### config.mk
export PLATFORM = sky130hd
export DESIGN_NAME = id_detect_vendor_regs
export DESIGN_NICKNAME = d
export VERILOG_FILES = /design/src/shared/id_vendor_pkg.sv /design/src/id_detect_vendor_regs.sv /design/src/conv_timer.sv /design/src/edge_detect.sv
export SDC_FILE = /design/constraint.sdc
export NUM_CORES = 1
export LEC_CHECK = 0
export BUFFER_PORTS_ARGS = -buffer_cell sky130_fd_sc_hd__buf_2
export CORE_MARGIN = 2
export CORE_UTILIZATION = 35
export DETAILED_ROUTE_END_ITERATION = 10
export GPL_ROUTABILITY_DRIVEN = 0
export HOLD_SLACK_MARGIN = 0.05
export PLACE_DENSITY = 0.52
export SETUP_SLACK_MARGIN = 0.4
export SYNTH_ARGS = -nofsm -noshare
export SYNTH_HDL_FRONTEND = slang
export SYNTH_SLANG_ARGS = --single-unit
### constraint.sdc
create_clock -name clk_i -period 4.9 [get_ports clk_i]
set_input_delay 0 -clock clk_i [delete_from_list [all_inputs] [get_ports clk_i]]
set_output_delay 0 -clock clk_i [all_outputs]
set_load 0.03 [all_outputs]
### src/shared/id_vendor_pkg.sv
// register map, field positions and timing for the id-detect and vendor register bank
// assumes a 50 MHz register clock and an upstream ulpi framer that decodes immediate accesses
package id_vendor_pkg;

  // register addresses (6-bit ulpi immediate address space)
  localparam logic [5:0] ADDR_EVENT_LATCH = 6'h21;
  localparam logic [5:0] ADDR_VENDOR_LO = 6'h30;
  localparam logic [5:0] ADDR_VENDOR_HI = 6'h3F;
  localparam logic [5:0] ADDR_AMP_TRIM = 6'h31;
  localparam logic [5:0] ADDR_HEADSET_KEY = 6'h33;
  localparam logic [5:0] ADDR_RCONV_WR = 6'h36;
  localparam logic [5:0] ADDR_RCONV_SET = 6'h37;
  localparam logic [5:0] ADDR_RCONV_CLR = 6'h38;

  // event latch fields
  localparam int LATCH_ID_FLOAT_BIT = 0;
  localparam int LATCH_RES_DONE_BIT = 3;

  // amplitude trim field
  localparam int TRIM_LSB = 5;
  localparam int TRIM_MSB = 6;
  localparam logic [1:0] TRIM_NOMINAL = 2'h0;
  localparam logic [1:0] TRIM_PLUS_11P1 = 2'h1;
  localparam logic [1:0] TRIM_PLUS_7P4 = 2'h2;
  localparam logic [1:0] TRIM_PLUS_3P7 = 2'h3;
  // drive increase in tenths of a percent
  localparam logic [6:0] BOOST_NOMINAL_TENTHS = 7'h00;
  localparam logic [6:0] BOOST_11P1_TENTHS = 7'h6F;
  localparam logic [6:0] BOOST_7P4_TENTHS = 7'h4A;
  localparam logic [6:0] BOOST_3P7_TENTHS = 7'h25;

  // headset audio key
  localparam logic [3:0] HEADSET_KEY_VALUE = 4'hA;

  // resistor conversion register fields
  localparam int RCONV_CODE_LSB = 0;
  localparam int RCONV_CODE_MSB = 2;
  localparam int RCONV_DONE_BIT = 3;
  localparam int RCONV_START_BIT = 4;
  localparam int RCONV_RSVD_BIT = 5;
  localparam int RCONV_IRQ_EN_BIT = 6;
  // bits held as storage: code, start, reserved, irq enable
  localparam logic [7:0] RCONV_STORE_MASK = 8'h77;

  // resistor codes
  localparam logic [2:0] RCODE_0_OHM = 3'h0;
  localparam logic [2:0] RCODE_75_OHM = 3'h1;
  localparam logic [2:0] RCODE_100K = 3'h2;
  localparam logic [2:0] RCODE_200K = 3'h3;
  localparam logic [2:0] RCODE_440K = 3'h4;
  localparam logic [2:0] RCODE_FLOATING = 3'h5;
  localparam logic [2:0] RCODE_ERROR = 3'h7;

  // reset values
  localparam logic [7:0] RESET_BYTE = 8'h00;

  // conversion timing
  localparam int CLK_PERIOD_NS = 20;
  localparam int CONV_TIME_NS = 282000;
  localparam int CONV_CYCLES = (CONV_TIME_NS + CLK_PERIOD_NS - 1) / CLK_PERIOD_NS;

  // register access request from the ulpi framer
  typedef struct packed {
    logic write;
    logic [5:0] addr;
    logic [7:0] wdata;
  } reg_req_t;

  // carkit status view of the conversion result
  typedef struct packed {
    logic done;
    logic [2:0] code;
  } res_status_t;

endpackage : id_vendor_pkg

### src/id_detect_vendor_regs.sv
// id-detect event latch and vendor registers of a hs transceiver's register space
// assumes an upstream ulpi framer presents one decoded immediate access per reg_valid_i pulse
// and sends alt_int_o out in the next rxcmd byte
`timescale 1ns/1ns

module id_detect_vendor_regs
  import id_vendor_pkg::*;
#(
  parameter int CONV_CYCLES_P = CONV_CYCLES
) (
  // clock and reset
  input wire logic clk_i,
  input wire logic rst_n_i,
  // register access from the ulpi framer
  input wire logic reg_valid_i,
  input wire reg_req_t reg_req_i,
  output logic reg_ack_o,
  output logic [7:0] reg_rdata_o,
  // id pin and carkit enables
  input wire logic id_floating_i,
  input wire logic id_float_rise_irq_enable_i,
  input wire logic id_float_fall_irq_enable_i,
  input wire logic carkit_resistor_irq_enable_i,
  input wire logic carkit_status_read_i,
  // analog resistor converter
  input wire logic [2:0] converter_code_i,
  output logic converter_run_o,
  // controls to the analog front end
  output logic [1:0] hs_amplitude_trim_o,
  output logic [6:0] hs_boost_tenths_o,
  output logic headset_audio_en_o,
  // carkit status view and interrupt
  output res_status_t carkit_res_status_o,
  output logic alt_int_o
);

  // register state
  logic [1:0] trim_q;
  logic [3:0] headset_audio_key_field_q;
  logic [2:0] id_resistor_code_q;
  logic resistor_conversion_done_q;
  logic resistor_conversion_start_q;
  logic rconv_rsvd_q;
  logic resistor_done_irq_enable_q;
  logic id_float_event_latched_q;
  logic resistor_done_event_latched_q;
  logic done_prev_q;

  // access decode
  logic rd_req;
  logic wr_req;
  logic hit_latch;
  logic hit_trim;
  logic hit_key;
  logic hit_rconv;
  logic in_vendor;

  // conversion register write path
  logic [7:0] rconv_cur;
  logic [7:0] rconv_new;
  logic rconv_wr;

  // events
  logic id_rise;
  logic id_fall;
  logic id_event;
  logic done_rise;
  logic res_irq_en;
  logic res_event;
  logic conv_start;
  logic conv_abort;
  logic conv_busy;
  logic conv_finish;
  logic latch_read;
  logic code_read;
  logic [7:0] rdata_d;

  assign rd_req = reg_valid_i && !reg_req_i.write;
  assign wr_req = reg_valid_i && reg_req_i.write;
  assign in_vendor = reg_req_i.addr >= ADDR_VENDOR_LO && reg_req_i.addr <= ADDR_VENDOR_HI;
  assign hit_latch = reg_req_i.addr == ADDR_EVENT_LATCH;
  assign hit_trim = in_vendor && reg_req_i.addr == ADDR_AMP_TRIM;
  assign hit_key = in_vendor && reg_req_i.addr == ADDR_HEADSET_KEY;
  assign hit_rconv = in_vendor && reg_req_i.addr >= ADDR_RCONV_WR
    && reg_req_i.addr <= ADDR_RCONV_CLR;

  assign latch_read = rd_req && hit_latch;
  assign code_read = rd_req && hit_rconv;

  // current stored image of the conversion register
  always_comb begin
    rconv_cur = RESET_BYTE;
    rconv_cur[RCONV_CODE_MSB:RCONV_CODE_LSB] = id_resistor_code_q;
    rconv_cur[RCONV_START_BIT] = resistor_conversion_start_q;
    rconv_cur[RCONV_RSVD_BIT] = rconv_rsvd_q;
    rconv_cur[RCONV_IRQ_EN_BIT] = resistor_done_irq_enable_q;
  end

  // write, set and clear forms of the conversion register
  always_comb begin
    rconv_new = rconv_cur;
    rconv_wr = 1'b0;
    if (wr_req && hit_rconv) begin
      rconv_wr = 1'b1;
      case (reg_req_i.addr)
        ADDR_RCONV_WR: begin
          rconv_new = reg_req_i.wdata;
        end
        ADDR_RCONV_SET: begin
          rconv_new = rconv_cur | reg_req_i.wdata;
        end
        ADDR_RCONV_CLR: begin
          rconv_new = rconv_cur & ~reg_req_i.wdata;
        end
        default: begin
          rconv_wr = 1'b0;
        end
      endcase
    end
  end

  // start on a written or set one while idle; clearing the bit abandons the run
  assign conv_start = rconv_wr && rconv_new[RCONV_START_BIT] && !resistor_conversion_start_q;
  assign conv_abort = rconv_wr && !rconv_new[RCONV_START_BIT] && resistor_conversion_start_q;

  conv_timer #(
    .CYCLES(CONV_CYCLES_P)
  ) u_conv_timer (
    .clk_i(clk_i),
    .rst_n_i(rst_n_i),
    .start_i(conv_start),
    .abort_i(conv_abort),
    .busy_o(conv_busy),
    .done_o(conv_finish)
  );

  edge_detect #(
    .WIDTH(1)
  ) u_id_edge (
    .clk_i(clk_i),
    .rst_n_i(rst_n_i),
    .level_i(id_floating_i),
    .rise_o(id_rise),
    .fall_o(id_fall)
  );

  assign id_event = (id_rise && id_float_rise_irq_enable_i)
    || (id_fall && id_float_fall_irq_enable_i);
  assign res_irq_en = resistor_done_irq_enable_q || carkit_resistor_irq_enable_i;
  assign done_rise = resistor_conversion_done_q && !done_prev_q;
  assign res_event = done_rise && res_irq_en;

  // amplitude trim, plain read/write only
  always_ff @(posedge clk_i) begin
    if (!rst_n_i) begin
      trim_q <= TRIM_NOMINAL;
    end else if (wr_req && hit_trim) begin
      trim_q <= reg_req_i.wdata[TRIM_MSB:TRIM_LSB];
    end
  end

  // headset key, plain read/write only
  always_ff @(posedge clk_i) begin
    if (!rst_n_i) begin
      headset_audio_key_field_q <= 4'h0;
    end else if (wr_req && hit_key) begin
      headset_audio_key_field_q <= reg_req_i.wdata[3:0];
    end
  end

  // conversion register storage bits
  always_ff @(posedge clk_i) begin
    if (!rst_n_i) begin
      rconv_rsvd_q <= 1'b0;
      resistor_done_irq_enable_q <= 1'b0;
    end else if (rconv_wr) begin
      rconv_rsvd_q <= rconv_new[RCONV_RSVD_BIT];
      resistor_done_irq_enable_q <= rconv_new[RCONV_IRQ_EN_BIT];
    end
  end

  // start bit follows the run and drops on completion
  always_ff @(posedge clk_i) begin
    if (!rst_n_i) begin
      resistor_conversion_start_q <= 1'b0;
    end else if (conv_finish) begin
      resistor_conversion_start_q <= 1'b0;
    end else if (rconv_wr) begin
      resistor_conversion_start_q <= rconv_new[RCONV_START_BIT];
    end
  end

  // code: result of the converter wins over a simultaneous write
  always_ff @(posedge clk_i) begin
    if (!rst_n_i) begin
      id_resistor_code_q <= RCODE_0_OHM;
    end else if (conv_finish) begin
      id_resistor_code_q <= converter_code_i;
    end else if (rconv_wr) begin
      id_resistor_code_q <= rconv_new[RCONV_CODE_MSB:RCONV_CODE_LSB];
    end
  end

  // done flag: set wins over the read clear; status reads never touch it
  always_ff @(posedge clk_i) begin
    if (!rst_n_i) begin
      resistor_conversion_done_q <= 1'b0;
      done_prev_q <= 1'b0;
    end else begin
      done_prev_q <= resistor_conversion_done_q;
      if (conv_finish) begin
        resistor_conversion_done_q <= 1'b1;
      end else if (code_read) begin
        resistor_conversion_done_q <= 1'b0;
      end
    end
  end

  // event latch: reads clear only what was returned, new events are kept
  always_ff @(posedge clk_i) begin
    if (!rst_n_i) begin
      id_float_event_latched_q <= 1'b0;
    end else if (id_event) begin
      id_float_event_latched_q <= 1'b1;
    end else if (latch_read) begin
      id_float_event_latched_q <= 1'b0;
    end
  end

  always_ff @(posedge clk_i) begin
    if (!rst_n_i) begin
      resistor_done_event_latched_q <= 1'b0;
    end else if (res_event) begin
      resistor_done_event_latched_q <= 1'b1;
    end else if (latch_read) begin
      resistor_done_event_latched_q <= 1'b0;
    end
  end

  // read data mux; unmapped addresses answer zero
  always_comb begin
    rdata_d = RESET_BYTE;
    if (hit_latch) begin
      rdata_d[LATCH_ID_FLOAT_BIT] = id_float_event_latched_q;
      rdata_d[LATCH_RES_DONE_BIT] = resistor_done_event_latched_q;
    end else if (hit_trim) begin
      rdata_d[TRIM_MSB:TRIM_LSB] = trim_q;
    end else if (hit_key) begin
      rdata_d[3:0] = headset_audio_key_field_q;
    end else if (hit_rconv) begin
      rdata_d = rconv_cur & RCONV_STORE_MASK;
      rdata_d[RCONV_DONE_BIT] = resistor_conversion_done_q;
    end
  end

  // register answer one cycle after the request
  always_ff @(posedge clk_i) begin
    if (!rst_n_i) begin
      reg_ack_o <= 1'b0;
      reg_rdata_o <= RESET_BYTE;
    end else begin
      reg_ack_o <= reg_valid_i;
      if (rd_req) begin
        reg_rdata_o <= rdata_d;
      end
    end
  end

  // analog controls
  always_ff @(posedge clk_i) begin
    if (!rst_n_i) begin
      hs_amplitude_trim_o <= TRIM_NOMINAL;
      hs_boost_tenths_o <= BOOST_NOMINAL_TENTHS;
    end else begin
      hs_amplitude_trim_o <= trim_q;
      case (trim_q)
        TRIM_NOMINAL: begin
          hs_boost_tenths_o <= BOOST_NOMINAL_TENTHS;
        end
        TRIM_PLUS_11P1: begin
          hs_boost_tenths_o <= BOOST_11P1_TENTHS;
        end
        TRIM_PLUS_7P4: begin
          hs_boost_tenths_o <= BOOST_7P4_TENTHS;
        end
        TRIM_PLUS_3P7: begin
          hs_boost_tenths_o <= BOOST_3P7_TENTHS;
        end
        default: begin
          hs_boost_tenths_o <= BOOST_NOMINAL_TENTHS;
        end
      endcase
    end
  end

  always_ff @(posedge clk_i) begin
    if (!rst_n_i) begin
      headset_audio_en_o <= 1'b0;
      converter_run_o <= 1'b0;
    end else begin
      headset_audio_en_o <= headset_audio_key_field_q == HEADSET_KEY_VALUE;
      converter_run_o <= conv_busy;
    end
  end

  // carkit status mirror; its read strobe is deliberately unused for clearing
  always_ff @(posedge clk_i) begin
    if (!rst_n_i) begin
      carkit_res_status_o <= '0;
    end else begin
      carkit_res_status_o.done <= resistor_conversion_done_q;
      carkit_res_status_o.code <= id_resistor_code_q;
    end
  end

  // one-cycle interrupt pulse toward the rxcmd builder
  always_ff @(posedge clk_i) begin
    if (!rst_n_i) begin
      alt_int_o <= 1'b0;
    end else begin
      alt_int_o <= id_event || res_event;
    end
  end

  logic unused_status_read;
  assign unused_status_read = carkit_status_read_i;

endmodule : id_detect_vendor_regs

### src/conv_timer.sv
// conversion timer: counts a fixed number of cycles after a start pulse
// assumes start and abort are single-cycle requests in the register clock domain
`timescale 1ns/1ns
module conv_timer #(
  parameter int CYCLES = 14100
) (
  // clock and reset
  input wire logic clk_i,
  input wire logic rst_n_i,
  // control
  input wire logic start_i,
  input wire logic abort_i,
  // status
  output logic busy_o,
  output logic done_o
);

  localparam int CW = $clog2(CYCLES + 1);
  localparam logic [CW-1:0] LAST = CW'(CYCLES - 1);

  logic [CW-1:0] count_q;

  always_ff @(posedge clk_i) begin
    if (!rst_n_i) begin
      busy_o <= 1'b0;
      count_q <= '0;
    end else if (abort_i) begin
      busy_o <= 1'b0;
      count_q <= '0;
    end else if (start_i && !busy_o) begin
      busy_o <= 1'b1;
      count_q <= '0;
    end else if (busy_o) begin
      if (count_q == LAST) begin
        busy_o <= 1'b0;
      end
      count_q <= count_q + 1'b1;
    end
  end

  // one-cycle pulse in the cycle after the final counted cycle
  always_ff @(posedge clk_i) begin
    if (!rst_n_i) begin
      done_o <= 1'b0;
    end else begin
      done_o <= busy_o && !abort_i && count_q == LAST;
    end
  end

endmodule : conv_timer

### src/edge_detect.sv
// per-bit rise and fall detection of level inputs
// assumes inputs are already synchronous to clk_i
`timescale 1ns/1ns
module edge_detect #(
  parameter int WIDTH = 2
) (
  // clock and reset
  input wire logic clk_i,
  input wire logic rst_n_i,
  // levels
  input wire logic [WIDTH-1:0] level_i,
  // edges
  output logic [WIDTH-1:0] rise_o,
  output logic [WIDTH-1:0] fall_o
);

  logic [WIDTH-1:0] prev_q;
  logic armed_q;

  // first cycle after reset only captures, never reports
  always_ff @(posedge clk_i) begin
    if (!rst_n_i) begin
      armed_q <= 1'b0;
    end else begin
      armed_q <= 1'b1;
    end
  end

  for (genvar i = 0; i < WIDTH; i++) begin : g_bit
    always_ff @(posedge clk_i) begin
      if (!rst_n_i) begin
        prev_q[i] <= 1'b0;
      end else begin
        prev_q[i] <= level_i[i];
      end
    end
    assign rise_o[i] = armed_q && level_i[i] && !prev_q[i];
    assign fall_o[i] = armed_q && !level_i[i] && prev_q[i];
  end

endmodule : edge_detect

==> metrics.cfg, run 1 <==
[run_status]
status = complete, no violations

[sta]
fin_setup_tns_ps = 0
fin_hold_ws_ps = 77.7
finalCriticalPeriod_ps = 1990
rsz0062_at_grt = false
setup_viol = 0
slew_viol_final = 0
min_period_over_period = 0.407
max_slew_margin = 0.503
fmax_ghz = 0.502
tightest_slew_ps = 739
finalHoldViolCount = 0
clock_skew_ps = 8.51

[setup_path]
slowest_stage = or4_1
arrival_ps = 2220
worstRegToRegCells = 3
rr_endpoint = u_conv_timer.done_o
crit_buf_inv = 3
path_class = in2reg
crit_start = rst_n_i
reg2reg_slack_ps = 3210
critical_path.max_fanout = 22
path_delay_family = buffers and inverters
worstPathCellList = dlygate4sd3_1 > buf_2 > clkinv_1 > or4_1 > o31ai_1
critPathCapture = u_conv_timer.busy_o
cp.depth = 5
critPathLaunchType = primary input
cp-end-kind = register
crit_path_max_incr_delay_ps = 680
r2r-start = u_conv_timer.count_q[3]
cp.required_ps = 5130

[routing]
vias = 2036
ant_nets = 0
routed_wl_mm = 5.63
drt_iter0_markers = 91
viasPerCell = 5.17
drt-wirelength-per-cell_um = 14.3
dr.pass1.iters = 4
drc_errors = 0

[clock_network]
hold_buffers = 14
clkTransAtPathRegs_ps = 100
post_cts_resized = 0
cts_tree = built
clk_latency_ps = 310
ctsLongestPathBuffers = 2
clockRootBuffer = clkbuf_8
numCtsBuffers = 5
cts.sinks = 52
htreeDepth = 2
cts_setup_buffers = 0

[synthesis]
ys_async_sr_fraction = 0
syn-instance-count = 262
synth_warnings = 0
yosys_most_used_dff = dfxtp_1
post_synth.cell_area_avg_sq_um = 9.01
ys_ff_latch = 52
ys_seq_area_frac = 0.441
synth_top_cell_by_area = dfxtp_1
synth.cell_area_sq_um = 2360
synth.distinct_cells = 48
synth-edff-count = 0
yosysTopAreaCellShare = 0.441
synth_common_cells = dfxtp_1, nor2_1, nor3_1, nand2_1
synth_most_common_cell = dfxtp_1
synth_area_leaders = dfxtp_1, nor3_1, xnor2_1

[final_layout]
fillers = 656
multi_input_area_sq_um = 1190
layout-drive-gt1-share = 0.199
nNetsFinal = 346
final-seq-area_sq_um = 1040
diodes = 0
synthToLayoutAreaGrowth_pct = 20.3
fin_area_sq_um = 2840

[hold_path]
hold_path_class = in2reg

[floorplanning]
die-width_um = 86.1
rows = 29
io_pins = 51
initial_core_util = 0.367
dieArea_sq_um = 7410
dieHeight_um = 86.1
core_sq_um = 6420

[global_route]
grt_pass1_vias = 1914
grt_max_degree = 23
antenna_found_initial = 0
grt_pass1_wl_mm = 8.97
grt_overflow = 0
track_usage = 0.154

[power_and_ir_drop]
p_total_w = 0.000744
powerDensity_nw_per_um2 = 262
ir_drop_mv = 0.124
leakage_nw = 1.05

[placed_design]
io_buffer_count = 46
dpl-instance-area_sq_um = 2610
hpwlAfterDp_mm = 4.03

[flow_run]
drv_cap = 0

## per-stage QoR
| stage | util | worst slack (ps) | instances |
|---|---|---|---|
| finish | 0.442 | 2910 | 394 |
| global route | 0.442 | 2750 | 394 |
| floorplan | - | 3350 | 263 |
| CTS | 0.442 | 2870 | 394 |
| detailed placement | 0.406 | 3100 | 372 |
| global placement | 0.406 | 3090 | 372 |
## sequential cells by signal, indices dropped and copies added (netlist names)
register / cells
alt_int_o: 1
carkit_res_status_o: 4
converter_run_o: 1
headset_audio_en_o: 1
headset_audio_key_field_q: 4
hs_amplitude_trim_o: 2
hs_boost_tenths_o: 2
id_float_event_latched_q: 1
id_resistor_code_q: 3
rconv_rsvd_q: 1
reg_ack_o: 1
reg_rdata_o: 7
resistor_conversion_done_q: 1
resistor_conversion_start_q: 1
resistor_done_event_latched_q: 1
resistor_done_irq_enable_q: 1
trim_q: 2
u_conv_timer.busy_o: 1
u_conv_timer.count_q: 14
u_conv_timer.done_o: 1
u_id_edge.armed_q: 1
u_id_edge.prev_q: 1
## power breakdown
group	total (W)	leakage [nW]	internal [W]	switching, W
Sequential	0.000428	0.420	0.000427	0.00000180
Clock	0.000251	0.0445	0.000102	0.000149
Combinational	0.0000646	0.586	0.0000249	0.0000396
## layer usage
metal	GRT usage	share of wire
met4	0.0433	0.012
met3	0.0346	0.038
met2	0.226	0.42
met1	0.225	0.53
met5	0	0
## area by class of cell
cell class,instances,share of cell area
clock inverter,3,0.00750
clock buffer,5,0.0243
inverter,11,0.0146
tap,77,0.0340
sequential,52,0.367
timing repair buffer,61,0.133
multi-input combinational,185,0.420
## worst min-delay path: stages
cell	delay, ps
buf_2	100
nand2_1	50
o21ai_0	60
nand2_1	90
a21oi_1	60
## cell families (layout without fill, tap and decap cells)
group | count (synthesis) | after routing | share of synthesized area
and+or+nand+nor | 114 | 114 | 0.268
xor gates and xnor gates | 13 | 13 | 0.0483
other | 1 | 2 | 0.00159
muxes | 7 | 7 | 0.0297
buffers and inverters | 26 | 80 | 0.0557
DFF | 52 | 52 | 0.441
adders and majority gates | 4 | 4 | 0.0212
AOI/OAI and AO/OA | 45 | 45 | 0.135
## worst min-delay path by stage
stage | start | endpoint | slack (ps) | cells after the start
4_1_cts | id_float_fall_irq_enable_i | id_float_event_latched_q | 80 | 5
3_5_place_dp | converter_code_i[1] | id_resistor_code_q[1] | 220 | 3
5_1_grt | reg_req_i[12] | reg_rdata_o[3] | 90 | 3
3_3_place_gp | converter_code_i[2] | id_resistor_code_q[2] | 230 | 3
6_report | id_float_fall_irq_enable_i | id_float_event_latched_q | 80 | 5
2_1_floorplan | rst_n_i | u_id_edge.armed_q | 30 | 0
## placed cells by master, fill, tap and decap left out, types with 7 or more instances in the layout
master / synthesis / final
o21ai_0: 10 / 10
dlygate4sd3_1: 0 / 14
buf_2: 0 / 46
nor2_1: 23 / 23
nand2_1: 18 / 18
nor3_1: 23 / 23
nand3_1: 7 / 7
a21oi_1: 8 / 8
mux2i_1: 7 / 7
nand4_1: 7 / 7
inv_1: 10 / 10
and2_1: 9 / 9
dfxtp_1: 52 / 52
xnor2_1: 10 / 10
(Power assumes the default switching activity.)
==> run 2, diff against run 1 <==
--- a/config.mk
+++ b/config.mk
@@ -11,7 +11,7 @@
 export DETAILED_ROUTE_END_ITERATION = 10
 export GPL_ROUTABILITY_DRIVEN = 0
 export HOLD_SLACK_MARGIN = 0.05
-export PLACE_DENSITY = 0.52
+export PLACE_DENSITY = 0.54
 export SETUP_SLACK_MARGIN = 0.4
 export SYNTH_ARGS = -nofsm -noshare
 export SYNTH_HDL_FRONTEND = slang
==> constraint.sdc (replaced) <==
create_clock -name clk_i -period 1.6 [get_ports clk_i]
set_input_delay 0 -clock clk_i [delete_from_list [all_inputs] [get_ports clk_i]]
set_output_delay 0 -clock clk_i [all_outputs]
set_load 0.03 [all_outputs]
==> run 2 against run 1 <==
  * Critical endpoint is now u_conv_timer.done_o
  * Largest cell class unchanged
  * Final area is 12% higher
  * Clock-buffer cell count is 2 higher
  * Worst hold slack worse by 8.0 ps
  * Combinational power grew to 3.3 times the previous value
  * Sequential share of layout area is 3.4 points lower
==> metrics.cfg, run 2 (synthesis gave the netlist of run 1 again) <==
[run_status]
status = complete, no violations

[global_route]
grt_overflow = 0  ; unchanged
grt_pass1_wl_mm = 9.79  ; +9.2%
grt_pass1_vias = 2052  ; +7.2%
grt_max_degree = 22  ; -4.3%
antenna_found_initial = 0  ; unchanged
track_usage = 0.166  ; +0.0117

[sta]
slew_viol_final = 0  ; unchanged
finalCriticalPeriod_ps = 1320
setup_viol = 0  ; unchanged
fin_setup_tns_ps = 0  ; unchanged
rsz0062_at_grt = true
finalHoldViolCount = 0  ; unchanged
clock_skew_ps = 8.60  ; +0.0914 ps
min_period_over_period = 0.823
fmax_ghz = 0.760

[final_layout]
fillers = 605  ; -7.8%
nNetsFinal = 366  ; +5.8%
synthToLayoutAreaGrowth_pct = 34.6
layout_commonest_cell = buf_2
largest_reg_flops = 14  ; unchanged
layout_common_cells = buf_2, dfxtp_1, nor2_1
fin_area_sq_um = 3180  ; +12%
layout-drive-gt1-share = 0.320  ; +0.122
largest-register = u_conv_timer.count_q
diodes = 0  ; unchanged
reg.largest.list = u_conv_timer.count_q x14, reg_rdata_o x7

[routing]
ant_nets = 0  ; unchanged
drc_errors = 0  ; unchanged
routed_wl_mm = 5.80  ; +3.0%
dr.pass1.iters = 4  ; unchanged
viasPerCell = 5.22  ; +1.0%
drt_iter0_markers = 77  ; -15%
drt-wirelength-per-cell_um = 14.0  ; -1.9%
vias = 2161  ; +6.1%

[setup_path]
critPathLaunchType = register
path_class = reg2reg
worstPathCellList = or4b_4 > nor4_4 > nor3b_2
critical_path.max_fanout = 3  ; -86%
crit_path_max_incr_delay_ps = 550  ; -130 ps
slowest_stage = or4b_4
cp.required_ps = 1830  ; -3300 ps
arrival_ps = 1550  ; -670 ps
cp-end-kind = register
reg2reg_slack_ps = 280  ; -2930 ps

[clock_network]
htreeDepth = 2  ; unchanged
ctsLongestPathBuffers = 2  ; unchanged
clk_latency_ps = 300  ; about the same
cts.sinks = 52  ; unchanged
numCtsBuffers = 5  ; unchanged
clockRootBuffer = clkbuf_8
cts_tree = built
clkTransAtPathRegs_ps = 90  ; about the same

[floorplanning]
core_sq_um = 6420  ; unchanged
io_pins = 51  ; unchanged
dieArea_sq_um = 7410  ; unchanged
initial_core_util = 0.367  ; unchanged
dieHeight_um = 86.1  ; unchanged
rows = 29  ; unchanged
die-width_um = 86.1  ; unchanged

[power_and_ir_drop]
leakage_nw = 1.24  ; +18%
powerDensity_nw_per_um2 = 722  ; +180%
p_total_w = 0.00229  ; +210%
ir_drop_mv = 0.332  ; +170%

[hold_path]
hold_path_class = in2reg

[placed_design]
hpwlAfterDp_mm = 4.10  ; +1.9%
io_buffer_count = 46  ; unchanged
dpl-instance-area_sq_um = 2760  ; +5.7%

[flow_run]
drv_cap = 0  ; unchanged

run 2: final timing paths:
check | startpoint | end | depth (start not counted)
worst min-delay path | rst_n_i | u_id_edge.armed_q | 2
worst min register to register | reg_rdata_o[4] | reg_rdata_o[4] | 2
worst max register to register | u_conv_timer.count_q[6] | u_conv_timer.done_o | 3
worst max-delay path | u_conv_timer.count_q[6] | u_conv_timer.done_o | 3
run 2: cell type report:
type / instances / area [sq um] / area share
timing repair buffer: 81 / 548 / 0.173
clock buffer: 7 / 86.3 / 0.0272
inverter: 11 / 41.3 / 0.0130
sequential: 52 / 1060 / 0.333
tap: 77 / 96.3 / 0.0303
clock inverter: 1 / 7.51 / 0.00236
multi-input combinational: 185 / 1340 / 0.421
run 2: per-layer routing:
| layer | vias to the layer above | wire length (um) | GRT usage | part of all wire |
|---|---|---|---|---|
| met5 | - | 0 | 0 | 0 |
| met4 | 0 | 93 | 0.0563 | 0.016 |
| met3 | 7 | 277 | 0.0318 | 0.048 |
| met2 | 58 | 2520 | 0.247 | 0.43 |
| met1 | 1006 | 2910 | 0.238 | 0.50 |
| li1 | 1090 | - | - | - |
run 2: worst max-delay path, delay by kind of cell (launching register included):
kind / cells / cell delay, ps
DFF: 1 / 340
and+or+nand+nor: 3 / 910
run 2: what timing repair did:
item,CTS,global route
setup buffers,6,4
pin swaps,1,8
hold buffers,14,0
endpoints found under the setup margin,14,16
hold endpoints to repair,17,0
gates resized for setup,17,9
run 2: where the power goes:
group          switching [W]  total, W  internal, W  leakage, nW
registers         0.00000536   0.00131      0.00130        0.426
clock network       0.000420  0.000772     0.000352       0.0445
logic               0.000127  0.000214    0.0000878        0.771
total               0.000552   0.00229      0.00174         1.24
run 2: metrics by stage:
stage / utilization / hold WS (ps) / instances / setup slack (ps)
2_1_floorplan: - / 27.7 / 263 / 229
3_3_place_gp: 0.429 / 234 / 382 / 139
3_5_place_dp: 0.429 / 226 / 382 / 75.6
4_1_cts: 0.484 / 56.6 / 410 / 277
5_1_grt: 0.495 / 60.7 / 414 / 194
6_report: 0.495 / 69.7 / 414 / 284
==> run 3, diff against run 2 <==
--- a/config.mk
+++ b/config.mk
@@ -11,7 +11,7 @@
 export DETAILED_ROUTE_END_ITERATION = 10
 export GPL_ROUTABILITY_DRIVEN = 0
 export HOLD_SLACK_MARGIN = 0.05
-export PLACE_DENSITY = 0.54
+export PLACE_DENSITY = 0.52
 export SETUP_SLACK_MARGIN = 0.4
 export SYNTH_ARGS = -nofsm -noshare
 export SYNTH_HDL_FRONTEND = slang
==> constraint.sdc (replaced) <==
create_clock -name clk_i -period 1.24 [get_ports clk_i]
set_input_delay 0 -clock clk_i [delete_from_list [all_inputs] [get_ports clk_i]]
set_output_delay 0 -clock clk_i [all_outputs]
set_load 0.03 [all_outputs]
==> run 3 against run 2 <==
  * Clock-buffer cell count fell by 2
  * Combinational power up 87%
  * Critical path type unchanged
  * The run now ends with setup timing left
  * Largest cell class unchanged
  * Final area is 24% higher
  * Via count up 7.3%
  * Register-to-register slack got worse by 360 ps
  * Critical path depth stayed put
  * Maximum frequency shrank 0.11%
==> metrics.cfg, run 3 (synthesis gave the netlist of run 1 again) <==
[final_layout]
multi_input_area_sq_um = 1610  ; +21%
largest-register = u_conv_timer.count_q
fillers = 540  ; -11%
reg.largest.list = u_conv_timer.count_q x14, reg_rdata_o x7
synthToLayoutAreaGrowth_pct = 67.4
nNetsFinal = 402  ; +9.8%
layout-drive-gt1-share = 0.520  ; +0.200
largest_reg_flops = 14  ; unchanged
utilization = 0.615  ; +0.121
layout_common_cells = buf_4, dfxtp_1, buf_6
diodes = 0  ; unchanged
final-seq-area_sq_um = 1090  ; +2.8%
layout_commonest_cell = buf_4

[power_and_ir_drop]
p_total_w = 0.00312  ; +36%
powerDensity_nw_per_um2 = 791  ; +9.5%
ir_drop_mv = 0.419  ; +26%
leakage_nw = 1.56  ; +25%

[sta]
rsz0062_at_grt = true
finalHoldViolCount = 0  ; unchanged
setup_viol = 6  ; +6
finalCriticalPeriod_ps = 1320  ; +1.39 ps
slew_viol_final = 0  ; unchanged
clock_skew_ps = 10.7  ; +2.12 ps
setup_ws_ps = -77.6  ; -361 ps
min_period_over_period = 1.06  ; +0.240
fmax_ghz = 0.759  ; -0.11%

[setup_path]
crit_path_max_incr_delay_ps = 540  ; about the same
reg2reg_slack_ps = -80  ; -360 ps
worstRegToRegCells = 3  ; unchanged
cp.required_ps = 1500  ; -330 ps
path_delay_family = simple AND/OR/NAND/NOR gates
worstPathCellList = or4b_4 > nor4_4 > nor3b_2
r2r-start = u_conv_timer.count_q[6]
rr_endpoint = u_conv_timer.done_o
path_class = reg2reg
slowest_stage = or4b_4
cp-end-kind = register
critPathLaunchType = register
critical_path.max_fanout = 3  ; unchanged
crit_start = u_conv_timer.count_q[6]
arrival_ps = 1580  ; +30 ps
crit_buf_inv = 0  ; unchanged
cp.depth = 3  ; unchanged

[run_status]
status = finished with violations
violations = setup timing

[routing]
vias = 2318  ; +7.3%
viasPerCell = 5.15  ; -1.3%
drt-wirelength-per-cell_um = 15.0  ; +7.4%
dr.pass1.iters = 4  ; unchanged
drt_iter0_markers = 122  ; +58%
drc_errors = 0  ; unchanged
ant_nets = 0  ; unchanged
routed_wl_mm = 6.77  ; +17%

[hold_path]
hold_start = reg_req_i[12]
min_to = reg_rdata_o[3]
min_path_cells = 3  ; +1
hold_path_class = in2reg

[global_route]
antenna_found_initial = 0  ; unchanged
grt_pass1_wl_mm = 10.8  ; +10%
grt_overflow = 0  ; unchanged
grt_max_degree = 22  ; unchanged
grt_pass1_vias = 2250  ; +9.6%
track_usage = 0.186  ; +0.0205

[clock_network]
clkTransAtPathRegs_ps = 110  ; +20 ps
numCtsBuffers = 5  ; unchanged
htreeDepth = 2  ; unchanged
cts_tree = built
clk_latency_ps = 320  ; +20 ps
ctsLongestPathBuffers = 2  ; unchanged
cts.sinks = 52  ; unchanged
clockRootBuffer = clkbuf_8

[floorplanning]
dieArea_sq_um = 7410  ; unchanged
initial_core_util = 0.367  ; unchanged
die-width_um = 86.1  ; unchanged
core_sq_um = 6420  ; unchanged
dieHeight_um = 86.1  ; unchanged
io_pins = 51  ; unchanged
rows = 29  ; unchanged

[placed_design]
io_buffer_count = 46  ; unchanged
hpwlAfterDp_mm = 4.62  ; +13%

[flow_run]
drv_cap = 0  ; unchanged

-- run 3: changes by cell type in the layout (fill, tap and decap cells not counted), sizes merged --
cell,delta
buf,+33
clkbuf,+1
clkinv,+1
inv,+1
-- run 3: worst max-delay path by stage --
stage,endpoint,slack (ps)
2_1_floorplan,u_conv_timer.count_q[3],-130
3_3_place_gp,u_conv_timer.busy_o,-220
3_5_place_dp,u_conv_timer.busy_o,-300
4_1_cts,u_conv_timer.done_o,-100
5_1_grt,u_conv_timer.done_o,-160
6_report,u_conv_timer.done_o,-80
-- run 3: metrics by stage --
step / TNS, ps / instance area, sq um / hold slack, ps / setup slack (ps) / instances
after floorplan: -1350 / 2480 / 27.7 / -131 / 263
after global placement: -4710 / 3030 / 227 / -217 / 413
after detailed placement: -6520 / 3030 / 221 / -295 / 413
after CTS: -312 / 3620 / 49.0 / -105 / 443
after global routing: -579 / 3950 / 27.3 / -155 / 450
final: -118 / 3950 / 36.7 / -77.6 / 450
-- run 3: final cells by class --
| cell class | instances | share of cell area |
|---|---|---|
| well taps | 77 | 0.0244 |
| inverters | 11 | 0.0111 |
| multi-input cells | 185 | 0.408 |
| repair buffers | 117 | 0.256 |
| flip-flops and latches | 52 | 0.275 |
| clock buffers | 5 | 0.0174 |
| clock inverters | 3 | 0.00697 |
-- run 3: per-layer routing --
layer	global-route usage	vias to the layer above	routed length, um
met5	0	-	0
li1	-	1164	-
met4	0.0563	0	73
met1	0.234	1097	3020
met3	0.0375	7	297
met2	0.321	50	3380
-- run 3: report_power, final --
part           switching, W  internal [W]  total (W)
Combinational      0.000203      0.000197   0.000400
Clock              0.000630      0.000416    0.00105
Sequential       0.00000859       0.00167    0.00168
-- run 3: worst min-delay path, cell delays in order --
cell and delay, ps:
buf_6 90, o31a_1 140, o22ai_1 70
-- run 3: repair_timing --
item,in CTS,in global routing
hold endpoints to repair,18,2
hold buffers,13,2
buffers inserted,9,6
setup endpoints to repair,52,56
gates cloned,0,0
pin swaps,39,38
gates resized for setup,82,73
